## src/bbd_defines.svh

```systemverilog
// opcode fields, cycle counts and reset values of the branch / bit / control decoder
// assumes one core clock; one instruction cycle here is one clk_in period
`ifndef BBD_DEFINES_SVH
`define BBD_DEFINES_SVH

// opcode low-nibble columns
`define BBD_COL_CALL 4'h1
`define BBD_COL_BTST 4'h3
`define BBD_COL_JUMP 4'h9
`define BBD_COL_BITOP 4'hB

// whole control opcodes
`define BBD_OP_NOP 8'h2D
`define BBD_OP_RET 8'hCD
`define BBD_OP_RETURN_FROM_INTERRUPT 8'h4D
`define BBD_OP_STOP 8'h6D
`define BBD_OP_WAIT 8'hED

// field positions
`define BBD_POL_BIT 4
`define BBD_REL_SEL_BIT 1
`define BBD_REL_WANT_BIT 2

// instruction lengths in cycles, minus one (index of the last cycle)
`define BBD_LAST_SHORT 3'd1
`define BBD_LAST_BITOP 3'd3
`define BBD_LAST_JUMP 3'd3
`define BBD_LAST_BTST 3'd4

// instruction lengths in bytes
`define BBD_LEN_REL 12'h001
`define BBD_LEN_EXT 12'h002
`define BBD_LEN_BTST 12'h003

// reset values and stack size
`define BBD_RESET_PC 12'h000
`define BBD_STACK_DEPTH 6
`define BBD_SP_TOP 3'd6

`endif

```

## src/bbd_pkg.sv

```systemverilog
// types shared by the decoder core and its test bench
// assumes bbd_defines.svh is on the include path
`default_nettype none
package bbd_pkg;

   typedef enum logic [2:0] {
      BBD_PH_OP = 3'b000,
      BBD_PH_B2 = 3'b001,
      BBD_PH_MEM = 3'b011,
      BBD_PH_B3 = 3'b010,
      BBD_PH_END = 3'b110,
      BBD_PH_HALT = 3'b111
   } bbd_phase_e;

   typedef enum logic [3:0] {
      BBD_CL_REL, BBD_CL_BTST, BBD_CL_BITOP, BBD_CL_JUMP, BBD_CL_CALL, BBD_CL_NOP,
      BBD_CL_RET, BBD_CL_RETURN_FROM_INTERRUPT, BBD_CL_STOP, BBD_CL_WAIT, BBD_CL_OTHER
   } bbd_class_e;

   typedef logic [11:0] bbd_addr_t;

endpackage
`default_nettype wire
```

## src/bbd_bit_if.sv

```systemverilog
// carrier between the core and its bit unit
// assumes both ends run combinationally within one clk_in cycle
`timescale 1ns/10ps
`default_nettype none
interface bbd_bit_if;
   logic [7:0] data;
   logic [2:0] idx;
   logic set_mode;
   logic [7:0] result;
   logic tested;
   modport core (output data, idx, set_mode, input result, tested);
   modport unit (input data, idx, set_mode, output result, tested);
endinterface // bbd_bit_if
`default_nettype wire

```

## src/bbd_bit_unit.sv

```systemverilog
// bit select, test and modify on one data-space byte
// assumes the core holds data and idx steady while it samples the answers
`timescale 1ns/10ps
`default_nettype none
module bbd_bit_unit (
   bbd_bit_if.unit bus
);
   genvar g;

   // each bit is either passed or forced, so only the selected one can change
   generate
      for (g = 0; g < 8; g++) begin : g_bit
         assign bus.result[g] = (bus.idx == 3'(g)) ? bus.set_mode : bus.data[g];
      end
   endgenerate

   assign bus.tested = bus.data[bus.idx];

endmodule // bbd_bit_unit
`default_nettype wire

```

## src/bbd_core.sv

```systemverilog
// sequencer for relative branches, bit test-and-branch, bit set/clear, jump/call and control ops
// assumes asynchronous-read program memory and data space: data returns in the cycle of the address
`timescale 1ns/10ps
`default_nettype none
`include "bbd_defines.svh"

module bbd_core (
   // clock and reset
   input wire logic clk_in,
   input wire logic rst_n_in,
   // program memory
   output bbd_pkg::bbd_addr_t pm_addr_out,
   input wire logic [7:0] pm_data_in,
   // data space
   output logic [7:0] ds_addr_out,
   input wire logic [7:0] ds_rdata_in,
   output logic [7:0] ds_wdata_out,
   output logic ds_we_out,
   // system
   input wire logic watchdog_sel_in,
   input wire logic [1:0] return_from_interrupt_flags_in,
   input wire logic wake_in,
   // status
   output bbd_pkg::bbd_addr_t pc_out,
   output logic zero_out,
   output logic carry_out,
   output logic done_out,
   output logic illegal_out,
   output logic wait_out,
   output logic stop_out
);
   import bbd_pkg::*;

   bbd_phase_e phase;
   bbd_class_e cls;
   bbd_class_e first_cls;
   bbd_addr_t pc;
   bbd_addr_t next_pc;
   bbd_addr_t stack [0:`BBD_STACK_DEPTH-1];
   logic [2:0] sp;
   logic [7:0] opcode;
   logic [7:0] disp;
   logic zero;
   logic carry;
   logic taken;
   logic rel_cond;
   logic [2:0] cyc;
   bbd_bit_if bit_bus ();

   function automatic bbd_class_e decode(input logic [7:0] op);
      bbd_class_e r;
      r = BBD_CL_OTHER;
      if (!op[0]) r = BBD_CL_REL;
      else if (op[3:0] == `BBD_COL_CALL) r = BBD_CL_CALL;
      else if (op[3:0] == `BBD_COL_JUMP) r = BBD_CL_JUMP;
      else if (op[3:0] == `BBD_COL_BTST) r = BBD_CL_BTST;
      else if (op[3:0] == `BBD_COL_BITOP) r = BBD_CL_BITOP;
      else if (op == `BBD_OP_NOP) r = BBD_CL_NOP;
      else if (op == `BBD_OP_RET) r = BBD_CL_RET;
      else if (op == `BBD_OP_RETURN_FROM_INTERRUPT) r = BBD_CL_RETURN_FROM_INTERRUPT;
      else if (op == `BBD_OP_STOP) r = BBD_CL_STOP;
      else if (op == `BBD_OP_WAIT) r = BBD_CL_WAIT;
      return r;
   endfunction

   assign cls = decode(opcode);
   assign first_cls = decode(pm_data_in);

   // bit index is the bit-reversed upper three opcode bits
   assign bit_bus.data = ds_rdata_in;
   assign bit_bus.idx = {opcode[5], opcode[6], opcode[7]};
   assign bit_bus.set_mode = opcode[`BBD_POL_BIT];

   bbd_bit_unit u_bit (
      .bus(bit_bus.unit)
   );

   // bit 1 picks carry or zero, bit 2 the wanted level
   assign rel_cond = ((opcode[`BBD_REL_SEL_BIT] ? carry : zero) == opcode[`BBD_REL_WANT_BIT]);

   always_comb begin
      next_pc = pc + `BBD_LEN_REL;
      case (cls)
         BBD_CL_REL: begin
            // two's complement e plus one gives -15..+16 from the branch itself
            if (rel_cond) next_pc = pc + {{7{opcode[7]}}, opcode[7:3]} + `BBD_LEN_REL;
            else next_pc = pc + `BBD_LEN_REL;
         end
         BBD_CL_BTST: begin
            if (taken) next_pc = pc + {{4{disp[7]}}, disp} + `BBD_LEN_EXT;
            else next_pc = pc + `BBD_LEN_BTST;
         end
         BBD_CL_BITOP: next_pc = pc + `BBD_LEN_EXT;
         BBD_CL_JUMP, BBD_CL_CALL: next_pc = {opcode[7:4], ds_addr_out};
         BBD_CL_RET, BBD_CL_RETURN_FROM_INTERRUPT: next_pc = (sp == 3'd0) ? pc + `BBD_LEN_REL : stack[sp - 3'd1];
         default: next_pc = pc + `BBD_LEN_REL;
      endcase
   end

   // sequencing: one phase per cycle, lengths fixed by class
   always_ff @(posedge clk_in) begin
      if (!rst_n_in) begin
         phase <= BBD_PH_OP;
      end else begin
         case (phase)
            BBD_PH_OP: begin
               if (first_cls == BBD_CL_REL || first_cls == BBD_CL_NOP || first_cls == BBD_CL_RET ||
                   first_cls == BBD_CL_RETURN_FROM_INTERRUPT || first_cls == BBD_CL_STOP || first_cls == BBD_CL_WAIT ||
                   first_cls == BBD_CL_OTHER) begin
                  phase <= BBD_PH_END;
               end else begin
                  phase <= BBD_PH_B2;
               end
            end
            BBD_PH_B2: phase <= BBD_PH_MEM;
            BBD_PH_MEM: phase <= (cls == BBD_CL_BTST) ? BBD_PH_B3 : BBD_PH_END;
            BBD_PH_B3: phase <= BBD_PH_END;
            BBD_PH_END: begin
               if (cls == BBD_CL_STOP || cls == BBD_CL_WAIT) phase <= BBD_PH_HALT;
               else phase <= BBD_PH_OP;
            end
            BBD_PH_HALT: if (wake_in) phase <= BBD_PH_OP;
            default: phase <= BBD_PH_OP;
         endcase
      end
   end

   // instruction bytes
   always_ff @(posedge clk_in) begin
      if (!rst_n_in) begin
         opcode <= 8'h00;
         disp <= 8'h00;
         ds_addr_out <= 8'h00;
      end else begin
         if (phase == BBD_PH_OP) opcode <= pm_data_in;
         if (phase == BBD_PH_B2) ds_addr_out <= pm_data_in;
         if (phase == BBD_PH_B3) disp <= pm_data_in;
      end
   end

   // program counter and fetch address
   always_ff @(posedge clk_in) begin
      if (!rst_n_in) begin
         pc <= `BBD_RESET_PC;
         pm_addr_out <= `BBD_RESET_PC;
      end else begin
         case (phase)
            BBD_PH_OP: pm_addr_out <= pc + `BBD_LEN_REL;
            BBD_PH_B2: pm_addr_out <= pc + `BBD_LEN_EXT;
            BBD_PH_END: begin
               pc <= next_pc;
               pm_addr_out <= next_pc;
            end
            default: pm_addr_out <= pm_addr_out;
         endcase
      end
   end

   // flags: only bit test and interrupt return write them
   always_ff @(posedge clk_in) begin
      if (!rst_n_in) begin
         zero <= 1'b0;
         carry <= 1'b0;
         taken <= 1'b0;
      end else begin
         if (phase == BBD_PH_MEM && cls == BBD_CL_BTST) begin
            carry <= bit_bus.tested;
            taken <= (bit_bus.tested == opcode[`BBD_POL_BIT]);
         end
         if (phase == BBD_PH_END && cls == BBD_CL_RETURN_FROM_INTERRUPT) begin
            zero <= return_from_interrupt_flags_in[0];
            carry <= return_from_interrupt_flags_in[1];
         end
      end
   end

   // read-modify-write of the addressed byte, one write pulse
   always_ff @(posedge clk_in) begin
      if (!rst_n_in) begin
         ds_we_out <= 1'b0;
         ds_wdata_out <= 8'h00;
      end else begin
         ds_we_out <= (phase == BBD_PH_MEM && cls == BBD_CL_BITOP);
         if (phase == BBD_PH_MEM && cls == BBD_CL_BITOP) ds_wdata_out <= bit_bus.result;
      end
   end

   // return stack; overflow drops the push, underflow falls through
   always_ff @(posedge clk_in) begin
      if (!rst_n_in) begin
         sp <= 3'd0;
      end else if (phase == BBD_PH_MEM && cls == BBD_CL_CALL && sp != `BBD_SP_TOP) begin
         stack[sp] <= pc + `BBD_LEN_EXT;
         sp <= sp + 3'd1;
      end else if (phase == BBD_PH_END && (cls == BBD_CL_RET || cls == BBD_CL_RETURN_FROM_INTERRUPT) && sp != 3'd0) begin
         sp <= sp - 3'd1;
      end
   end

   // status outputs
   always_ff @(posedge clk_in) begin
      if (!rst_n_in) begin
         done_out <= 1'b0;
         illegal_out <= 1'b0;
         wait_out <= 1'b0;
         stop_out <= 1'b0;
      end else begin
         done_out <= (phase == BBD_PH_END);
         illegal_out <= (phase == BBD_PH_END && cls == BBD_CL_OTHER);
         if (phase == BBD_PH_END && cls == BBD_CL_WAIT) begin
            wait_out <= 1'b1;
         end else if (phase == BBD_PH_END && cls == BBD_CL_STOP) begin
            wait_out <= watchdog_sel_in;
            stop_out <= !watchdog_sel_in;
         end else if (phase == BBD_PH_HALT && wake_in) begin
            wait_out <= 1'b0;
            stop_out <= 1'b0;
         end
      end
   end

   assign pc_out = pc;
   assign zero_out = zero;
   assign carry_out = carry;

   // helper: cycle index within the instruction
   always_ff @(posedge clk_in) begin
      if (!rst_n_in || phase == BBD_PH_END || phase == BBD_PH_HALT) cyc <= 3'd0;
      else cyc <= cyc + 3'd1;
   end

   chk_short_cycles: assert property (@(posedge clk_in) disable iff (!rst_n_in)
      (phase == BBD_PH_END && (cls == BBD_CL_REL || cls == BBD_CL_NOP || cls == BBD_CL_RET)) |-> cyc == 3'd1)
      else $error("short instruction not two cycles");
   chk_rel_flags: assert property (@(posedge clk_in) disable iff (!rst_n_in)
      (phase == BBD_PH_OP && first_cls == BBD_CL_REL) |=> ##1 (zero == $past(zero, 2) && carry == $past(carry, 2)))
      else $error("short branch changed a flag");
   chk_rel_target: assert property (@(posedge clk_in) disable iff (!rst_n_in)
      (phase == BBD_PH_END && cls == BBD_CL_REL && rel_cond) |=>
      pc == $past(pc) + {{7{$past(opcode[7])}}, $past(opcode[7:3])} + 12'h001)
      else $error("short branch target wrong");
   chk_fall_through: assert property (@(posedge clk_in) disable iff (!rst_n_in)
      (phase == BBD_PH_END && cls == BBD_CL_REL && !rel_cond) |=> pc == $past(pc) + 12'h001)
      else $error("untaken branch did not continue");
   chk_btst_cycles: assert property (@(posedge clk_in) disable iff (!rst_n_in)
      (phase == BBD_PH_END && cls == BBD_CL_BTST) |-> cyc == 3'd4 && zero == $past(zero, 4))
      else $error("bit test length or zero flag wrong");
   chk_btst_target: assert property (@(posedge clk_in) disable iff (!rst_n_in)
      (phase == BBD_PH_END && cls == BBD_CL_BTST) |=>
      pc == ($past(taken) ? $past(pc) + {{4{$past(disp[7])}}, $past(disp)} + 12'h002 : $past(pc) + 12'h003))
      else $error("bit test target wrong");
   chk_bitop_write: assert property (@(posedge clk_in) disable iff (!rst_n_in)
      (phase == BBD_PH_MEM && cls == BBD_CL_BITOP) |=> ds_we_out && done_out == 1'b0 ##1 !ds_we_out && done_out)
      else $error("bit op write pulse misplaced");
   chk_jump_target: assert property (@(posedge clk_in) disable iff (!rst_n_in)
      (phase == BBD_PH_END && (cls == BBD_CL_JUMP || cls == BBD_CL_CALL)) |-> cyc == 3'd3 ##1
      pc == {$past(opcode[7:4]), $past(ds_addr_out)})
      else $error("jump or call wrong target or length");
   chk_stop_as_wait: assert property (@(posedge clk_in) disable iff (!rst_n_in)
      (phase == BBD_PH_END && cls == BBD_CL_STOP && watchdog_sel_in) |=> wait_out && !stop_out)
      else $error("stop executed while watchdog selected");
   // checked only in the read cycle of a bit op: the data byte is undefined elsewhere
   chk_single_bit: assert property (@(posedge clk_in) disable iff (!rst_n_in)
      (phase == BBD_PH_MEM && cls == BBD_CL_BITOP) |-> (bit_bus.result ^ bit_bus.data) ==
      ((bit_bus.set_mode != bit_bus.data[bit_bus.idx]) ? (8'h01 << bit_bus.idx) : 8'h00))
      else $error("bit unit changed a bit other than the selected one");

endmodule // bbd_core
`default_nettype wire

```

## config.mk

```make
export PLATFORM = sky130hd
export DESIGN_NAME = bbd_core
export DESIGN_NICKNAME = d
export VERILOG_FILES = /design/src/bbd_pkg.sv /design/src/bbd_bit_if.sv /design/src/bbd_bit_unit.sv /design/src/bbd_core.sv
export VERILOG_INCLUDE_DIRS = /design/src /design/src/src
export SDC_FILE = /design/constraint.sdc
export NUM_CORES = 1
export LEC_CHECK = 0
export BUFFER_PORTS_ARGS = -buffer_cell sky130_fd_sc_hd__buf_2
export CAP_MARGIN = 30
export CELL_PAD_IN_SITES_DETAIL_PLACEMENT = 0
export CELL_PAD_IN_SITES_GLOBAL_PLACEMENT = 2
export CORE_ASPECT_RATIO = 1.1
export CORE_MARGIN = 1.5
export CORE_UTILIZATION = 39
export DETAILED_ROUTE_END_ITERATION = 6
export HOLD_SLACK_MARGIN = 0.15
export PLACE_DENSITY_LB_ADDON = 0.1
export SYNTH_ARGS = -nofsm -noshare
export SYNTH_HDL_FRONTEND = slang
export SYNTH_SLANG_ARGS = --single-unit
```

## constraint.sdc

```tcl
create_clock -name clk_in -period 4.1 [get_ports clk_in]
set_clock_uncertainty 0.15 [all_clocks]
set_input_delay 0.615 -clock clk_in [delete_from_list [all_inputs] [get_ports clk_in]]
set_output_delay 0.615 -clock clk_in [all_outputs]
set_load 0.1 [all_outputs]
```

# Word level (Yosys, flattened, before mapping)
# Memories as Yosys holds them, arrays and structs flattened.
# Cells that the tools add are included.
# totals
ff_bits	70
ramBits	72
inputBits	22
memories	1
# mem_list
name	words	word_bits	rd	rd_clocked_by_memory_dff	write_ports	line_no	rtl
stack	6	12	1	0	1	bbd_core.sv:39	bbd_addr_t stack [0:`BBD_STACK_DEPTH-1];
# classes
addsub	9
order_cmp	1
n_eq_ne	49
mux	52
n_bitwise	1
reduce_logical	34
# ops
op	count
4-bit two-way mux	16
12-bit case mux with 5 select lines	1
4-bit == test (second input constant)	10
12-bit by 2-bit adder with 12-bit output (second input constant)	3
12-bit two-way mux	3
12-bit case mux with 3 select lines	1
8-bit by 7-bit == test with 1-bit output (second input constant)	4
8-bit == test (second input constant)	4
12-bit by 1-bit adder with 12-bit output (second input constant)	2
12-bit adder	2
4-bit by 3-bit == test with 1-bit output (second input constant)	6
1-bit two-way mux	19
3-bit == test (second input constant)	6
3-bit two-way mux	6
3-bit case mux with 6 select lines	1
4-bit by 2-bit == test with 1-bit output (second input constant)	4
8-bit by 6-bit == test with 1-bit output (second input constant)	2
3-bit by 2-bit == test with 1-bit output (second input constant)	4
4-bit by 1-bit == test with 1-bit output (second input constant)	3
1-bit logical AND	11
3-bit zero test	3
3-bit nonzero test	3
4-bit zero test	2
1-bit logical OR	8
other kinds (14)	22

# Depth between registers and ports, before layout
# logic_depth
depth_word	20
ltp_mapped	14
mapped_depth_nobuf	12

# Hierarchy
# Synthesis repeated with hierarchy kept, for this count alone.
# unflattened
hier_cells	895
hier_area_um2	8528.2
# by_module_without_submodules
module	instances	cells_each	area_per_inst_um2
bbd_core	1	865	8276.7
bbd_bit_unit	1	30	251.5

# Worst setup path after synthesis
# Ideal clock, no wire load.
# synth_timing
path_type	reg2reg
startpoint	register pc[1] (netlist: pc_out[1])
endpoint	register pc[11] (netlist: pc_out[11])
setup_ns	0.133
arrival_time_ns	3.735
required_ns	3.817
path_slack_ns	0.082
stages_incl_launch_ff	13
n_path_buf	0
path_cell_list	dfxtp_1 -> inv_1 -> ha_1 -> inv_1 -> ha_1 -> fa_1 -> a211oi_1 -> o21ai_0 -> a31oi_1 -> mux2i_1 -> xnor2_1 -> o221a_1 -> a21oi_1
# synth_via
elab_chain_cells	4
# synth_rtl
item	line_no	rtl
from (decl)	bbd_core.sv:37	bbd_addr_t pc;
from (signal assigned)	bbd_core.sv:144	pc <= `BBD_RESET_PC;
from (signal assigned)	bbd_core.sv:151	pc <= next_pc;
12-bit adder, on equally long branches	bbd_core.sv:90, bbd_core.sv:86	
12-bit by 2-bit adder with 12-bit output (no line) / 12-bit by 1-bit adder with 12-bit output (equally long branches)	-	
12-bit two-way mux, on equally long branches	bbd_core.sv:90, bbd_core.sv:86	
12-bit case mux with 5 select lines *	bbd_core.sv:83	case (cls)
# Mark *: on every way between the ends. The rest lies on a longest branch, timed or not.
# A chain may end at the register's enable or synchronous reset.

# Final worst setup path
# Ends and elaborated chain as after synthesis.

==> results.py <==
metrics = {
    "die": {
        "fp.dieArea_sq_um": 22200,
        "fp.dieH_um": 156,
        "fp.dieW_um": 142,
        "fp.coreArea_sq_um": 20700,
        "floorplan.io_pins": 69,
        "floorplan.initialDensity_pct": 40.2,
        "row_count": 55,
    },
    "placed_design": {
        "post-place-ws_ns": 0.820,
        "dp_cells": 1187,
        "gpl.final_weighted_congestion": 0.920,
        "post-dp-hpwl_mm": 19.5,
        "place.port_buffers": 68,
    },
    "hold_path": {
        "hold_path.startpoint": "watchdog_sel_in",
        "hold_path_class": "in2reg",
    },
    "worst_setup_path": {
        "crit_family": "compound AO/OA/AOI/OAI gates",
        "critPathArrivalTime_ns": 3.41,
        "cp.buffers_inverters": 2,
        "critical_path_required_ns": 4.22,
        "crit_path_end_kind": "flip-flop",
        "peak_per_stage_delay_on_the_critical_path_ns": 0.44,
        "critical_path_class": "reg2reg",
        "crit_fanout": 3,
        "timing.critical_path.from_type": "flip-flop",
        "worst_r2r_startpoint": "pc_out[1]$_SDFFE_PN0P_",
        "crit_path_cell_trace": "inv_1 -> ha_1 -> inv_1 -> ha_1 -> fa_1 -> a211oi_1 -> o21ai_0 -> a31oi_1 -> mux2i_1 -> xnor2_1 -> o221a_1 -> a21oi_1",
        "critical-path-slowest-cell": "sky130_fd_sc_hd__fa_1",
        "critical_path.startpoint": "pc_out[1]$_SDFFE_PN0P_",
    },
    "clocking": {
        "clk_transition_reported_paths_ns": 0.06,
        "numClockSinks": 142,
        "cts.repair.resized": 0,
        "clock-root-buffer": "sky130_fd_sc_hd__clkbuf_16",
        "clk-insertion-delay-late_ns": 0.43,
        "cts_setup_buffers": 0,
        "cts.hold.buffers_added": 0,
        "htree_num_levels": 4,
        "inserted_clock_buffers": 17,
        "clock_tree.buffer_depth": 2,
        "tritoncts": "built",
    },
    "final_layout": {
        "final_net_count": 985,
        "area_growth_pct": 14.8,
        "post_layout_nonfiller_instances": 1219,
        "antenna_cells": 0,
        "drive_gt1_share_pct": 17.7,
    },
    "sta": {
        "final-setup-viol-count": 0,
        "timing.max_slew.rel_slack_pct": 44.0,
        "fmax_mhz": 304,
        "finalSetupTns_ns": 0,
        "timing_worst_slew_pin_value_ns": 0.833,
        "slew_violations": 0,
        "hold_fails_final_rpt": 0,
        "rsz0062_at_grt": "false",
        "post-route-min-period_ns": 3.29,
        "timing.final.ws_setup_ns": 0.814,
        "finalCritPeriodShare_pct": 80.1,
    },
    "synth": {
        "synth-xor-area-share_pct": 5.04,
        "synthesis.nets": 931,
        "synth.lib_cells_used.distinct": 73,
        "post_synth_mux_area_share_pct": 7.75,
        "synth_commonest_cells": "86 x sky130_fd_sc_hd__a21oi_1, 79 x sky130_fd_sc_hd__nand2_1, 75 x sky130_fd_sc_hd__nor2_1, 72 x sky130_fd_sc_hd__edfxtp_1, 70 x sky130_fd_sc_hd__dfxtp_1",
        "syn_area_per_cell_sq_um": 9.59,
        "synth_top_flop_cell": "sky130_fd_sc_hd__edfxtp_1",
        "post_synth_edffs": 72,
        "synth_top_family_by_area": "compound AO/OA/AOI/OAI gates",
        "synth_top_area_share_pct": 26.0,
        "synth.yosys.seq_area_share_pct": 42.8,
        "fraction_of_registers_with_async_set_or_reset_after_synthesis_pct": 0,
        "netlist_instances": 867,
        "synth_compound_area_share_pct": 18.9,
        "yosys-top-cells-area": "sky130_fd_sc_hd__edfxtp_1 26%, sky130_fd_sc_hd__dfxtp_1 17%, sky130_fd_sc_hd__ha_1 6.0%",
        "synth_largest_area_cell": "sky130_fd_sc_hd__edfxtp_1",
        "synth_fa_ha_area_share_pct": 6.50,
        "post-synth-top-count-cell": "sky130_fd_sc_hd__a21oi_1",
        "netlist_area_sq_um": 8320,
        "synth-simple-area-share_pct": 14.9,
        "ys.warnings.count": 0,
        "yosys_register_bits": 142,
    },
    "global_route": {
        "first_global_vias": 6765,
        "grt_pass1_wl_mm": 40.5,
        "antenna_found_initial": 0,
        "grt_use_total_pct": 24.4,
        "grt_start_max_net_pins": 42,
        "total_overflow_reported_by_the_global_router": 0,
    },
    "detailed_routing": {
        "post_drt_via_cell_ratio": 5.74,
        "wire_per_inst_um": 21.6,
        "drt-initial-drc-count": 515,
        "wl_mm": 26.4,
        "antenna_left": 0,
        "vias": 6995,
        "drtPass1Iterations": 5,
        "final_routed_drc_violation_total": 0,
    },
    "power": {
        "power-per-cell-area_nw_per_um2": 486,
        "power_leakage_nw": 3.66,
        "worst_vdd_ir_mv": 0.334,
    },
    "run_status": {
        "outcome": "completed",
    },
    "flow_run": {
        "drv_cap": 0,
    },
}
==> state kept, by name, summed over array words and instances (netlist names) <==
name          flops
disp              8
carry_out         1
illegal_out       1
sp                3
ds_addr_out       8
done_out          1
stop_out          1
zero_out          1
pm_addr_out      12
pc_out           12
wait_out          1
phase             3
ds_we_out         1
taken             1
opcode            8
ds_wdata_out      8
stack            72
==> path summary, 6_finish.rpt <==
kind,endpoint,slack (ns),cells past startpoint
worst max-delay path,pc_out[11]$_SDFFE_PN0P_,0.81,12
worst min-delay path,stop_out$_SDFFE_PN0P_,0.26,2
worst max register to register,pc_out[11]$_SDFFE_PN0P_,0.81,12
worst min register to register,wait_out$_SDFFE_PN0P_,0.32,2
==> where the power goes <==
part / internal (mW) / switching, mW
clock network: 0.844 / 0.649
registers: 1.59 / 0.133
logic: 0.399 / 1.02
total: 2.83 / 1.81
==> routing by layer <==
| layer | global-route usage, % | part of all wire, % |
|---|---|---|
| met1 | 33.0 | 46 |
| met2 | 39.3 | 46 |
| met3 | 4.82 | 5.1 |
| met4 | 7.56 | 2.4 |
| met5 | 0 | 0 |
==> stage by stage <==
| stage | total power [mW] | cell area (sq um) | util (%) | hold WS, ns |
|---|---|---|---|---|
| floorplan | 2.78 | 8320 | - | 0.315 |
| global placement | 3.15 | 8950 | 43.2 | 0.307 |
| detailed placement | 3.16 | 8990 | 43.4 | 0.320 |
| CTS | 4.66 | 9550 | 46.1 | 0.242 |
| global route | 4.84 | 9550 | 46.1 | 0.259 |
| finish | 4.64 | 9550 | 46.1 | 0.264 |
==> layout make-up <==
class / instances / area [sq um]
multi-input cells: 644 / 4430
clock inverters: 14 / 135
clock buffers: 18 / 429
repair buffers: 96 / 559
fillers: 2023 / 11200
inverters: 20 / 75.1
well taps: 285 / 357
flip-flops and latches: 142 / 3560
==> cells in the final DEF, fill, tap and decap left out, drive strengths merged, types with 23 or more instances in the layout <==
master | synthesis | layout
xnor2 | 24 | 24
nand2 | 79 | 79
xor2 | 23 | 23
o21ai | 51 | 51
dfxtp | 70 | 70
edfxtp | 72 | 72
inv | 19 | 23
mux2i | 28 | 28
a21oi | 88 | 88
buf | 24 | 96
nor2 | 77 | 77
ha | 40 | 40
==> cell families after synthesis <==
logic type,count (synthesis)
AOI/OAI and AO/OA,248
adders and majority gates,42
xor gates and xnor gates,47
DFF,142
buffers and inverters,81
and+or+nand+nor,261
muxes,46
(Power assumes the default switching activity.)
